[src/common/tpc_map.vh]
/*
 * tpc_map.vh: constants of the trap and return control block:
 * status word fields, handler addresses, system register indices,
 * cause codes and reset values.
 * assumes: included by core/tpc_trap_ctrl.v only, by bare name.
 */
`ifndef TPC_MAP_VH
`define TPC_MAP_VH

// status word fields
`define TPC_SW_NP         7
`define TPC_SW_EP         6
`define TPC_SW_ID         5
`define TPC_SW_RESET      32'h0000_0020

// handler addresses
`define TPC_TRAP_LO_VEC   32'h0000_0040
`define TPC_TRAP_HI_VEC   32'h0000_0050
`define TPC_DBG_VEC       32'h0000_0060

// illegal opcode pattern
`define TPC_ILG_OP        6'h3f
`define TPC_ILG_SUB_MIN   4'h7

// system register indices (for load and read; ECR is read only)
`define TPC_SR_EPC        5'h00
`define TPC_SR_EPSW       5'h01
`define TPC_SR_ECR        5'h04
`define TPC_SR_PSW        5'h05
`define TPC_SR_DPC        5'h10
`define TPC_SR_DPSW       5'h11

// cause codes
`define TPC_CODE_TRAP     16'h0040
`define TPC_CODE_NMI      16'h0010
`define TPC_CODE_IRQ      16'h1000

`endif

[src/core/tpc_trap_ctrl.v]
/*
 * tpc_trap_ctrl: exception entry and return control of the cpu.
 * holds the status word, exception and debug save registers, the
 * cause register and the in-service levels; redirects fetch.
 * assumes: decode pulses each instruction event for one clk cycle,
 * all inputs are synchronous to clk, pc/status writeback elsewhere.
 */
`timescale 1ns/10ps
`include "tpc_map.vh"

module tpc_trap_ctrl #(
  parameter LEVELS             = 8,
  parameter [31:0] IRQ_VEC     = 32'h0000_0080,
  parameter [31:0] NMI_VEC     = 32'h0000_0010
) (
  input  wire          clk,
  input  wire          rst_n,
  input  wire [31:0]   cur_pc,
  input  wire          instr_exec,
  input  wire [31:0]   instr_word,
  input  wire          trap_instr,
  input  wire [4:0]    trap_vector,
  input  wire          debug_break_instr,
  input  wire          return_from_exc_instr,
  input  wire          debug_return_instr,
  input  wire          irq_block_instr,
  input  wire          irq_unblock_instr,
  input  wire          sysreg_load_instr,
  input  wire [4:0]    sysreg_sel,
  input  wire [31:0]   sysreg_wdata,
  input  wire          nmi_req,
  input  wire [LEVELS-1:0] irq_pending,
  output reg           redirect,
  output reg  [31:0]   redirect_pc,
  output reg           flush,
  output reg           irq_ack,
  output reg  [2:0]    irq_ack_level,
  output wire [31:0]   status_word,
  output reg  [LEVELS-1:0] in_service_levels,
  output reg  [31:0]   sysreg_rdata
);

  ////////////////////////////////////////////////////////////////////
  // state
  reg  [7:0]   program_status_word;
  reg  [31:0]  exc_saved_pc;
  reg  [31:0]  exc_saved_status;
  reg  [15:0]  exc_cause_code;
  reg  [31:0]  dbg_saved_pc;
  reg  [31:0]  dbg_saved_status;
  reg          dbg_window;

  // reset image of the status word; only the low byte is stored
  localparam [31:0] SW_RESET = `TPC_SW_RESET;

  // upper bits of the status word are hard zero
  assign status_word = {24'h00_0000, program_status_word};

  wire trap_active_flag    = program_status_word[`TPC_SW_EP];
  wire nonmask_active_flag = program_status_word[`TPC_SW_NP];
  wire irq_block_flag      = program_status_word[`TPC_SW_ID];
  // returns out of nmi or exception service keep the levels
  wire isl_release = !trap_active_flag && !nonmask_active_flag;

  ////////////////////////////////////////////////////////////////////
  // illegal opcode decode
  wire bad_opcode_trap = instr_exec
    && (instr_word[10:5] == `TPC_ILG_OP)
    && (instr_word[26:23] >= `TPC_ILG_SUB_MIN)
    && !instr_word[16];

  wire dbg_entry = bad_opcode_trap || debug_break_instr;

  ////////////////////////////////////////////////////////////////////
  // priority: level 0 is highest; one loop finds both the best
  // pending level and the level now in service
  reg  [2:0]  pend_lvl;
  reg         pend_any;
  reg  [2:0]  serv_lvl;
  reg         serv_any;
  integer     i;

  always @* begin
    pend_lvl = 3'd0;
    pend_any = 1'b0;
    serv_lvl = 3'd0;
    serv_any = 1'b0;
    for (i = LEVELS - 1; i >= 0; i = i - 1) begin
      if (irq_pending[i]) begin
        pend_lvl = i[2:0];
        pend_any = 1'b1;
      end
      if (in_service_levels[i]) begin
        serv_lvl = i[2:0];
        serv_any = 1'b1;
      end
    end
  end

  // only a strictly higher level may nest; equal or lower waits
  wire irq_take = pend_any && !irq_block_flag
    && (!serv_any || (pend_lvl < serv_lvl));

  // vectors 00-0f share one entry, 10-1f the other
  wire [31:0] trap_target = trap_vector[4] ? `TPC_TRAP_HI_VEC
                                           : `TPC_TRAP_LO_VEC;
  // each maskable level owns a 16-byte slot above the base
  wire [31:0] irq_target  = IRQ_VEC + {25'd0, pend_lvl, 4'h0};

  ////////////////////////////////////////////////////////////////////
  // one event per cycle except a load other than to the status word, which may pair with irq block/unblock; debug entry first, load and block/unblock last
  // a pulse that loses arbitration is gone; level requests such as
  // nmi and pending lines simply win on a later cycle
  wire do_dbg   = dbg_entry;
  wire do_trap  = !do_dbg && trap_instr;
  wire do_debug_return_instr = !do_dbg && !do_trap && debug_return_instr;
  wire do_return_from_exc_instr  = !do_dbg && !do_trap && !do_debug_return_instr
                  && return_from_exc_instr;
  wire busy     = do_dbg || do_trap || do_debug_return_instr || do_return_from_exc_instr;
  wire do_nmi   = !busy && nmi_req;
  wire do_irq   = !busy && !do_nmi && irq_take;
  wire do_load  = !busy && !do_nmi && !do_irq && sysreg_load_instr;

  // debug saves only reachable inside the debug window
  wire dbg_ok   = dbg_window;

  ////////////////////////////////////////////////////////////////////
  // next values
  reg  [7:0]   next_psw;
  reg  [31:0]  next_pc;
  reg          next_redirect;
  reg  [LEVELS-1:0] next_isl;
  reg  [LEVELS-1:0] hi_bit;

  always @* begin
    next_psw      = program_status_word;
    next_pc       = redirect_pc;
    next_redirect = 1'b0;
    next_isl      = in_service_levels;
    // one-hot of the top level in service, dropped by a plain return
    hi_bit        = {LEVELS{1'b0}};
    hi_bit[serv_lvl] = serv_any;
    if (do_dbg) begin
      next_psw[`TPC_SW_NP] = 1'b1;
      next_psw[`TPC_SW_EP] = 1'b1;
      next_psw[`TPC_SW_ID] = 1'b1;
      next_pc       = `TPC_DBG_VEC;
      next_redirect = 1'b1;
    end else if (do_trap) begin
      next_psw[`TPC_SW_EP] = 1'b1;
      next_psw[`TPC_SW_ID] = 1'b1;
      next_pc       = trap_target;
      next_redirect = 1'b1;
    end else if (do_debug_return_instr) begin
      next_psw      = dbg_saved_status[7:0];
      next_pc       = dbg_saved_pc;
      next_redirect = 1'b1;
    end else if (do_return_from_exc_instr) begin
      // handler must leave ep=0, np=0 before this return for its level to drop
      next_psw      = exc_saved_status[7:0];
      next_pc       = exc_saved_pc;
      next_redirect = 1'b1;
      if (isl_release)
        next_isl = in_service_levels & ~hi_bit;
    end else if (do_nmi) begin
      next_psw[`TPC_SW_NP] = 1'b1;
      next_psw[`TPC_SW_ID] = 1'b1;
      next_pc       = NMI_VEC;
      next_redirect = 1'b1;
    end else if (do_irq) begin
      next_psw[`TPC_SW_ID] = 1'b1;
      next_pc       = irq_target;
      next_redirect = 1'b1;
      next_isl[pend_lvl] = 1'b1;
    end else if (do_load && sysreg_sel == `TPC_SR_PSW) begin
      next_psw = sysreg_wdata[7:0];
    end else if (irq_block_instr) begin
      next_psw[`TPC_SW_ID] = 1'b1;
    end else if (irq_unblock_instr) begin
      next_psw[`TPC_SW_ID] = 1'b0;
    end
  end

  ////////////////////////////////////////////////////////////////////
  // status word, redirect and in-service levels
  always @(posedge clk or negedge rst_n) begin
    if (!rst_n) begin
      program_status_word               <= SW_RESET[7:0];
      redirect          <= 1'b0;
      flush             <= 1'b0;
      redirect_pc       <= 32'h0000_0000;
      in_service_levels <= {LEVELS{1'b0}};
      irq_ack           <= 1'b0;
      irq_ack_level     <= 3'd0;
    end else begin
      program_status_word               <= next_psw;
      redirect          <= next_redirect;
      // younger fetched instructions must not retire
      flush             <= next_redirect;
      redirect_pc       <= next_pc;
      in_service_levels <= next_isl;
      irq_ack           <= do_irq;
      if (do_irq)
        irq_ack_level   <= pend_lvl;
    end
  end

  ////////////////////////////////////////////////////////////////////
  // exception save registers and cause
  always @(posedge clk or negedge rst_n) begin
    if (!rst_n) begin
      exc_saved_pc     <= 32'h0000_0000;
      exc_saved_status <= 32'h0000_0000;
      exc_cause_code   <= 16'h0000;
    end else if (do_trap) begin
      exc_saved_pc     <= cur_pc;
      exc_saved_status <= status_word;
      exc_cause_code   <= `TPC_CODE_TRAP
                          | {11'd0, trap_vector};
    end else if (do_nmi || do_irq) begin
      // nested entry overwrites: software keeps its own copy
      exc_saved_pc     <= cur_pc;
      exc_saved_status <= status_word;
      exc_cause_code   <= do_nmi ? `TPC_CODE_NMI
                          : (`TPC_CODE_IRQ | {9'd0, pend_lvl, 4'h0});
    end else if (do_load) begin
      if (sysreg_sel == `TPC_SR_EPC)
        exc_saved_pc     <= sysreg_wdata;
      if (sysreg_sel == `TPC_SR_EPSW)
        exc_saved_status <= {24'h00_0000, sysreg_wdata[7:0]};
    end
  end

  ////////////////////////////////////////////////////////////////////
  // debug save registers and their access window
  always @(posedge clk or negedge rst_n) begin
    if (!rst_n) begin
      dbg_saved_pc     <= 32'h0000_0000;
      dbg_saved_status <= 32'h0000_0000;
      dbg_window       <= 1'b0;
    end else if (do_dbg) begin
      dbg_saved_pc     <= cur_pc;
      dbg_saved_status <= status_word;
      dbg_window       <= 1'b1;
    end else if (do_debug_return_instr) begin
      dbg_window       <= 1'b0;
    end else if (do_load && dbg_ok) begin
      if (sysreg_sel == `TPC_SR_DPC)
        dbg_saved_pc     <= sysreg_wdata;
      if (sysreg_sel == `TPC_SR_DPSW)
        dbg_saved_status <= {24'h00_0000, sysreg_wdata[7:0]};
    end
  end

  ////////////////////////////////////////////////////////////////////
  // system register read, one cycle behind the select
  reg [31:0] next_rdata;

  always @* begin
    case (sysreg_sel)
      `TPC_SR_EPC:  next_rdata = exc_saved_pc;
      `TPC_SR_EPSW: next_rdata = exc_saved_status;
      `TPC_SR_ECR:  next_rdata = {16'h0000, exc_cause_code};
      `TPC_SR_PSW:  next_rdata = status_word;
      // outside the window the debug saves read as zero
      `TPC_SR_DPC:  next_rdata = dbg_ok ? dbg_saved_pc
                                        : 32'h0000_0000;
      `TPC_SR_DPSW: next_rdata = dbg_ok ? dbg_saved_status
                                        : 32'h0000_0000;
      default:      next_rdata = 32'h0000_0000;
    endcase
  end

  always @(posedge clk or negedge rst_n) begin
    if (!rst_n)
      sysreg_rdata <= 32'h0000_0000;
    else
      sysreg_rdata <= next_rdata;
  end

endmodule

[config.mk]
export PLATFORM = sky130hd
export DESIGN_NAME = tpc_trap_ctrl
export DESIGN_NICKNAME = d
export VERILOG_FILES = /design/src/core/tpc_trap_ctrl.v
export VERILOG_INCLUDE_DIRS = /design/src /design/src/common
export SDC_FILE = /design/constraint.sdc
export NUM_CORES = 1
export LEC_CHECK = 0
export BUFFER_PORTS_ARGS = -buffer_cell sky130_fd_sc_hd__buf_2
export CORE_AREA = 2 2 151 153
export DETAILED_ROUTE_END_ITERATION = 10
export DIE_AREA = 0 0 153 155
export PLACE_DENSITY = 0.65
export RECOVER_POWER = 100
export SYNTH_ARGS = -nofsm -noshare
export SYNTH_HDL_FRONTEND = slang
export SYNTH_SLANG_ARGS = --single-unit
[constraint.sdc]
create_clock -name clk -period 2.51 [get_ports clk]
set_input_delay 0.3765 -clock clk [delete_from_list [all_inputs] [get_ports clk]]
set_output_delay 0.3765 -clock clk [all_outputs]
set_load 0.03 [all_outputs]
# Word level (Yosys, flattened, before mapping)
# Cells that the tools add are included.
# word_totals
reg_bits	230
inputBits	125
word_cells	199
# op_classes
n_addsub	1
n_lt_le_gt_ge	6
n_eq_ne	15
mux	94
bitwise	7
reduce_logical	60
# ops
op	n
2-to-1 mux 32 bit	24
case mux 32 bit (6 select lines)	1
2-to-1 mux 3 bit	17
2-to-1 mux 8 bit	6
2-to-1 mux 1 bit	34
2-to-1 mux 16 bit	2
logical AND 1 bit	20
2-to-1 mux 5 bit	4
bitwise AND 8 bit	2
!= test 5 bit (second input constant)	3
2-to-1 mux 13 bit	1
AND reduction 3 bit	4
nonzero test 2 bit	6
nonzero test 3 bit	4
logical NOT 1 bit	11
equality test 5 x 3 -> 1 bit (second input constant)	2
equality test 5 bit (second input constant)	2
nonzero test 5 bit	2
adder 8 x 7 -> 9 bit (first input constant)	1
nonzero test 9 bit	1
less-than comparator 3 x 4 -> 1 bit (second input constant)	2
!= test 2 bit (second input constant)	4
inverter 8 bit	1
bitwise OR 8 bit	1
15 further kinds	28

# Depth between registers and ports, before layout
# logic_depth
depth_word	30
depth_mapped	12

# Worst setup path before layout
# No wires, ideal clock.
# synth_path
path_type	reg2reg
from	reg in_service_levels[3]
to	reg program_status_word[2]
arrival_ns	2.477
required_time_ns	2.385
path_slack_ns	-0.092
stages_incl_launch_ff	9
synth_period_minus_slack_ns	2.602
cell_sequence	dfrtp_1 -> nor4_4 -> nand2_1 -> ha_1 -> a221o_1 -> a32o_1 -> or3_1 -> buf_2 -> mux2_4
# synth_between
elab_chain_cells	14
elab_cells_between_ends	20
# synth_lines
item	line_no	rtl
start, declared	tpc_trap_ctrl.v:39	output reg [LEVELS-1:0] in_service_levels,
start signal, assigned	tpc_trap_ctrl.v:192	in_service_levels <= {LEVELS{1'b0}};
start signal, assigned	tpc_trap_ctrl.v:201	in_service_levels <= next_isl;
2-to-1 mux 3 bit / 2-to-1 mux 1 bit (equally long branches) (4 in a row)	tpc_trap_ctrl.v:93	if (in_service_levels[i]) begin
less-than comparator 3 bit / logical NOT 1 bit (equally long branches)	tpc_trap_ctrl.v:102	&& (!serv_any || (pend_lvl < serv_lvl));
logical OR 1 bit *	tpc_trap_ctrl.v:102	
logical AND 1 bit *	tpc_trap_ctrl.v:102	
logical AND 1 bit *	tpc_trap_ctrl.v:121	wire do_irq = !busy && !do_nmi && irq_take;
logical NOT 1 bit	tpc_trap_ctrl.v:122	wire do_load = !busy && !do_nmi && !do_irq && sysreg_load_instr;
logical AND 1 bit (2 in a row)	tpc_trap_ctrl.v:122	
logical AND 1 bit (no source line)	--	
nonzero test 3 bit (no source line)	--	
AND reduction 5 bit (no source line) *	--	
end signal, assigned	tpc_trap_ctrl.v:188	program_status_word <= SW_RESET[7:0];
end signal, assigned	tpc_trap_ctrl.v:196	program_status_word <= next_psw;
end, declared	tpc_trap_ctrl.v:45	reg [7:0] program_status_word;
# Every way passes the cells marked *; elsewhere a longest branch is shown, timed or not.
# A chain may end at the register's enable or synchronous reset.

# Final worst setup path
# layout_path
from	reg in_service_levels[3]
to	reg dbg_saved_pc[21]
# layout_between
elab_chain_cells	14
elab_cells_between_ends	19
# layout_lines
item	line_no	rtl
2-to-1 mux 3 bit / 2-to-1 mux 1 bit (equally long branches) (4 in a row)	tpc_trap_ctrl.v:93	
less-than comparator 3 bit / logical NOT 1 bit (equally long branches)	tpc_trap_ctrl.v:102	
logical OR 1 bit *	tpc_trap_ctrl.v:102	
logical AND 1 bit *	tpc_trap_ctrl.v:102	
logical AND 1 bit *	tpc_trap_ctrl.v:121	
logical NOT 1 bit *	tpc_trap_ctrl.v:122	
logical AND 1 bit * (2 in a row)	tpc_trap_ctrl.v:122	
logical AND 1 bit *	tpc_trap_ctrl.v:247	end else if (do_load && dbg_ok) begin
nonzero test 2 bit (no source line) *	--	
AND reduction 3 bit (no source line) *	--	
end signal, assigned	tpc_trap_ctrl.v:242	dbg_saved_pc <= cur_pc;
end signal, assigned	tpc_trap_ctrl.v:249	dbg_saved_pc <= sysreg_wdata;
end, declared	tpc_trap_ctrl.v:49	reg [31:0] dbg_saved_pc;
# Marks and branches as above.

==> out/metrics.cfg <==
[status]
status=complete, but fails checks
violations=capacitance limit, slew limit, setup timing

[worst_hold_path]
worstHoldPathType=primary input to register

[clocking]
cts_buffers=17
insertion_delay_ns=0.43
htree_levels=4
cts_sinks=174
cts.clk_slew.worst_paths_ns=0.07
cts.path.max_buffers=2
cts_tree=yes
clock-root-buffer=clkbuf_16

[detailed_routing]
dr.first_iter.drc_count=726
post_drt_wl_per_cell_um=21.5
vias=8256
drcViolationCount=0
drt-pass1-iter-count=5
ant_nets=0
avgViaCountPerCell=5.93
wirelength_um=30000

[die]
fp.dieW_um=153
die_h_um=155
pin_count=235
num_rows=55
initial_core_util_pct=39.1
core_sq_um=22200
die_area_sq_um=23700

[sta]
hold_viol=0
rsz0062_at_grt=yes
whs_ns=0.171
post-route-period-util_pct=104
fin_crit_ns=2.60
setup_violations=46
worst_pin_slew_ns=1.79
setup_tns_ns=-2.93
fin_ws_ns=-0.0919
maxSlewViolCount=69
maxSlewHeadroom_pct=-19.2
fmaxAchievable_mhz=384
fin_skew_ns=0.0106

[layout]
finalNonFillerCells=1392
fin_nets=1221
syn2layout_area_growth_pct=28.6
utilization_pct=50.3
final_cell_area_sq_um=11200
diodes=0
drive_above_1_share_pct=26.3

[synthesis]
avgSynthCellArea_sq_um=9.95
yosys_warnings=0
synth_common_cells=dfrtp_1, nand2_1, a21oi_1, a31oi_1, o21ai_0
synth_top_flop_cell=dfrtp_1
synth_top_area_cell=dfrtp_1
synth_edf_count=0
post-synth-top-count-cell=dfrtp_1
synth_top_area_share_pct=49.8
synth_cell_types=64
ys_async_sr_fraction_pct=100
ys_top_cells_by_area=dfrtp_1, o221a_2, a31oi_1
synth_area_sq_um=8700
ys_seq_area_share_pct=50.1
netlist_instances=874
synth-seq-cells=174

[placement]
postPlaceCellArea_sq_um=10400
io_buffers=189
place_congestion=0.891
dp_hpwl_um=19400
pre_cts_slack_ns=-0.143
place_inst=1349

[power]
total_leakage_power_nw=4.83
p_total_mw=7.31
peakVddDrop_uv=323
power_density_nw_per_um2=653

[grt]
grt_antenna_before_repair=1
grt_use_total_pct=24.6
grt-ovfl-total=0
grt_pass1_wl_um=45900
grt_pass1_vias=8285
grt_max_degree=70

[critical_path]
critPathArrivalTime_ns=2.92
cp_data_required_time_ns=2.83
endpoint_kind=register
r2r_slack_ns=-0.09
critPathMaxFanout=22
path_class=register to register
startpoint_type=register

[flow_run]
cap_violations=1

==> report_power, final <==
| part | switching [mW] | internal [mW] | leakage, nW |
|---|---|---|---|
| Combinational | 0.798 | 0.498 | 2.43 |
| Clock | 1.15 | 1.55 | 0.280 |
| Sequential | 0.234 | 3.08 | 2.12 |
==> placed cells by master, fill, tap and decap left out, drive strengths merged, types with 15 or more instances in the layout <==
cell	count
a22o	29
nor2	42
buf	185
inv	15
a22oi	31
a31oi	55
o21ai	53
conb	24
dfrtp	173
mux2i	17
o221a	32
nand2b	35
nand2	83
nand4	41
a21oi	59
clkbuf	118
==> logic make-up (layout without fill, tap and decap cells) <==
logic type	after synthesis	after routing	synth area share, %
other cells	1	24	0.0431
flops	174	174	50.1
buf+inv	115	325	6.57
compound gates	311	311	25.5
simple gates	247	247	14.6
mux	25	25	3.08
fa+ha+maj	1	1	0.144
==> sequential cells by signal, indices dropped and copies added, names as in the netlist <==
name                 count
dbg_ok                   1
dbg_saved_pc            32
dbg_saved_status         8
exc_cause_code           8
exc_saved_pc            32
exc_saved_status         8
flush                    1
in_service_levels        8
irq_ack                  1
irq_ack_level            3
program_status_word      8
redirect_pc             32
sysreg_rdata            32
==> cell type report <==
| type | instances | area, sq um |
|---|---|---|
| fillers | 2136 | 11000 |
| inverters | 13 | 51.3 |
| well taps | 285 | 357 |
| flip-flops and latches | 174 | 4360 |
| clock buffers | 23 | 478 |
| repair buffers | 281 | 1750 |
| clock inverters | 8 | 106 |
| multi-input cells | 608 | 4090 |
==> worst max-delay path, cell delays in order (launching register included) <==
cell	delay (ns)
dfrtp_2	0.42
nor4_4	0.35
nand2_2	0.11
ha_4	0.17
a221o_1	0.41
a22o_4	0.31
a41o_4	0.25
buf_12	0.17
o221a_2	0.28
==> layer usage <==
metal	wire length, um	global-route usage, %	up-vias
met5	13	0	-
met4	831	9.79	2
met3	2340	4.26	63
met2	14300	38.8	436
met1	12500	33.8	4058
li1	-	-	3697
==> worst paths after layout <==
check                                           from                  end  depth (start not counted)
max in group asynchronous                      rst_n  exc_saved_status[4]                          3
worst min register to register       redirect_pc[30]      redirect_pc[30]                          2
worst min-delay path                  trap_vector[1]    exc_cause_code[1]                          2
worst max-delay path            in_service_levels[3]     dbg_saved_pc[21]                          8
min in group asynchronous                      rst_n     sysreg_rdata[20]                          2
worst max register to register  in_service_levels[3]     dbg_saved_pc[21]                          8
==> timing repair <==
item / 4_1_cts / 5_1_grt
hold buffers: 1 / 0
gates resized for setup: 21 / 23
hold endpoints to repair: 15 / 0
gates cloned: 3 / 2
buffers inserted: 4 / 2
endpoints found under the setup margin: 73 / 100
pin swaps: 9 / 3
No activity file was read; power rests on OpenSTA's default activity.
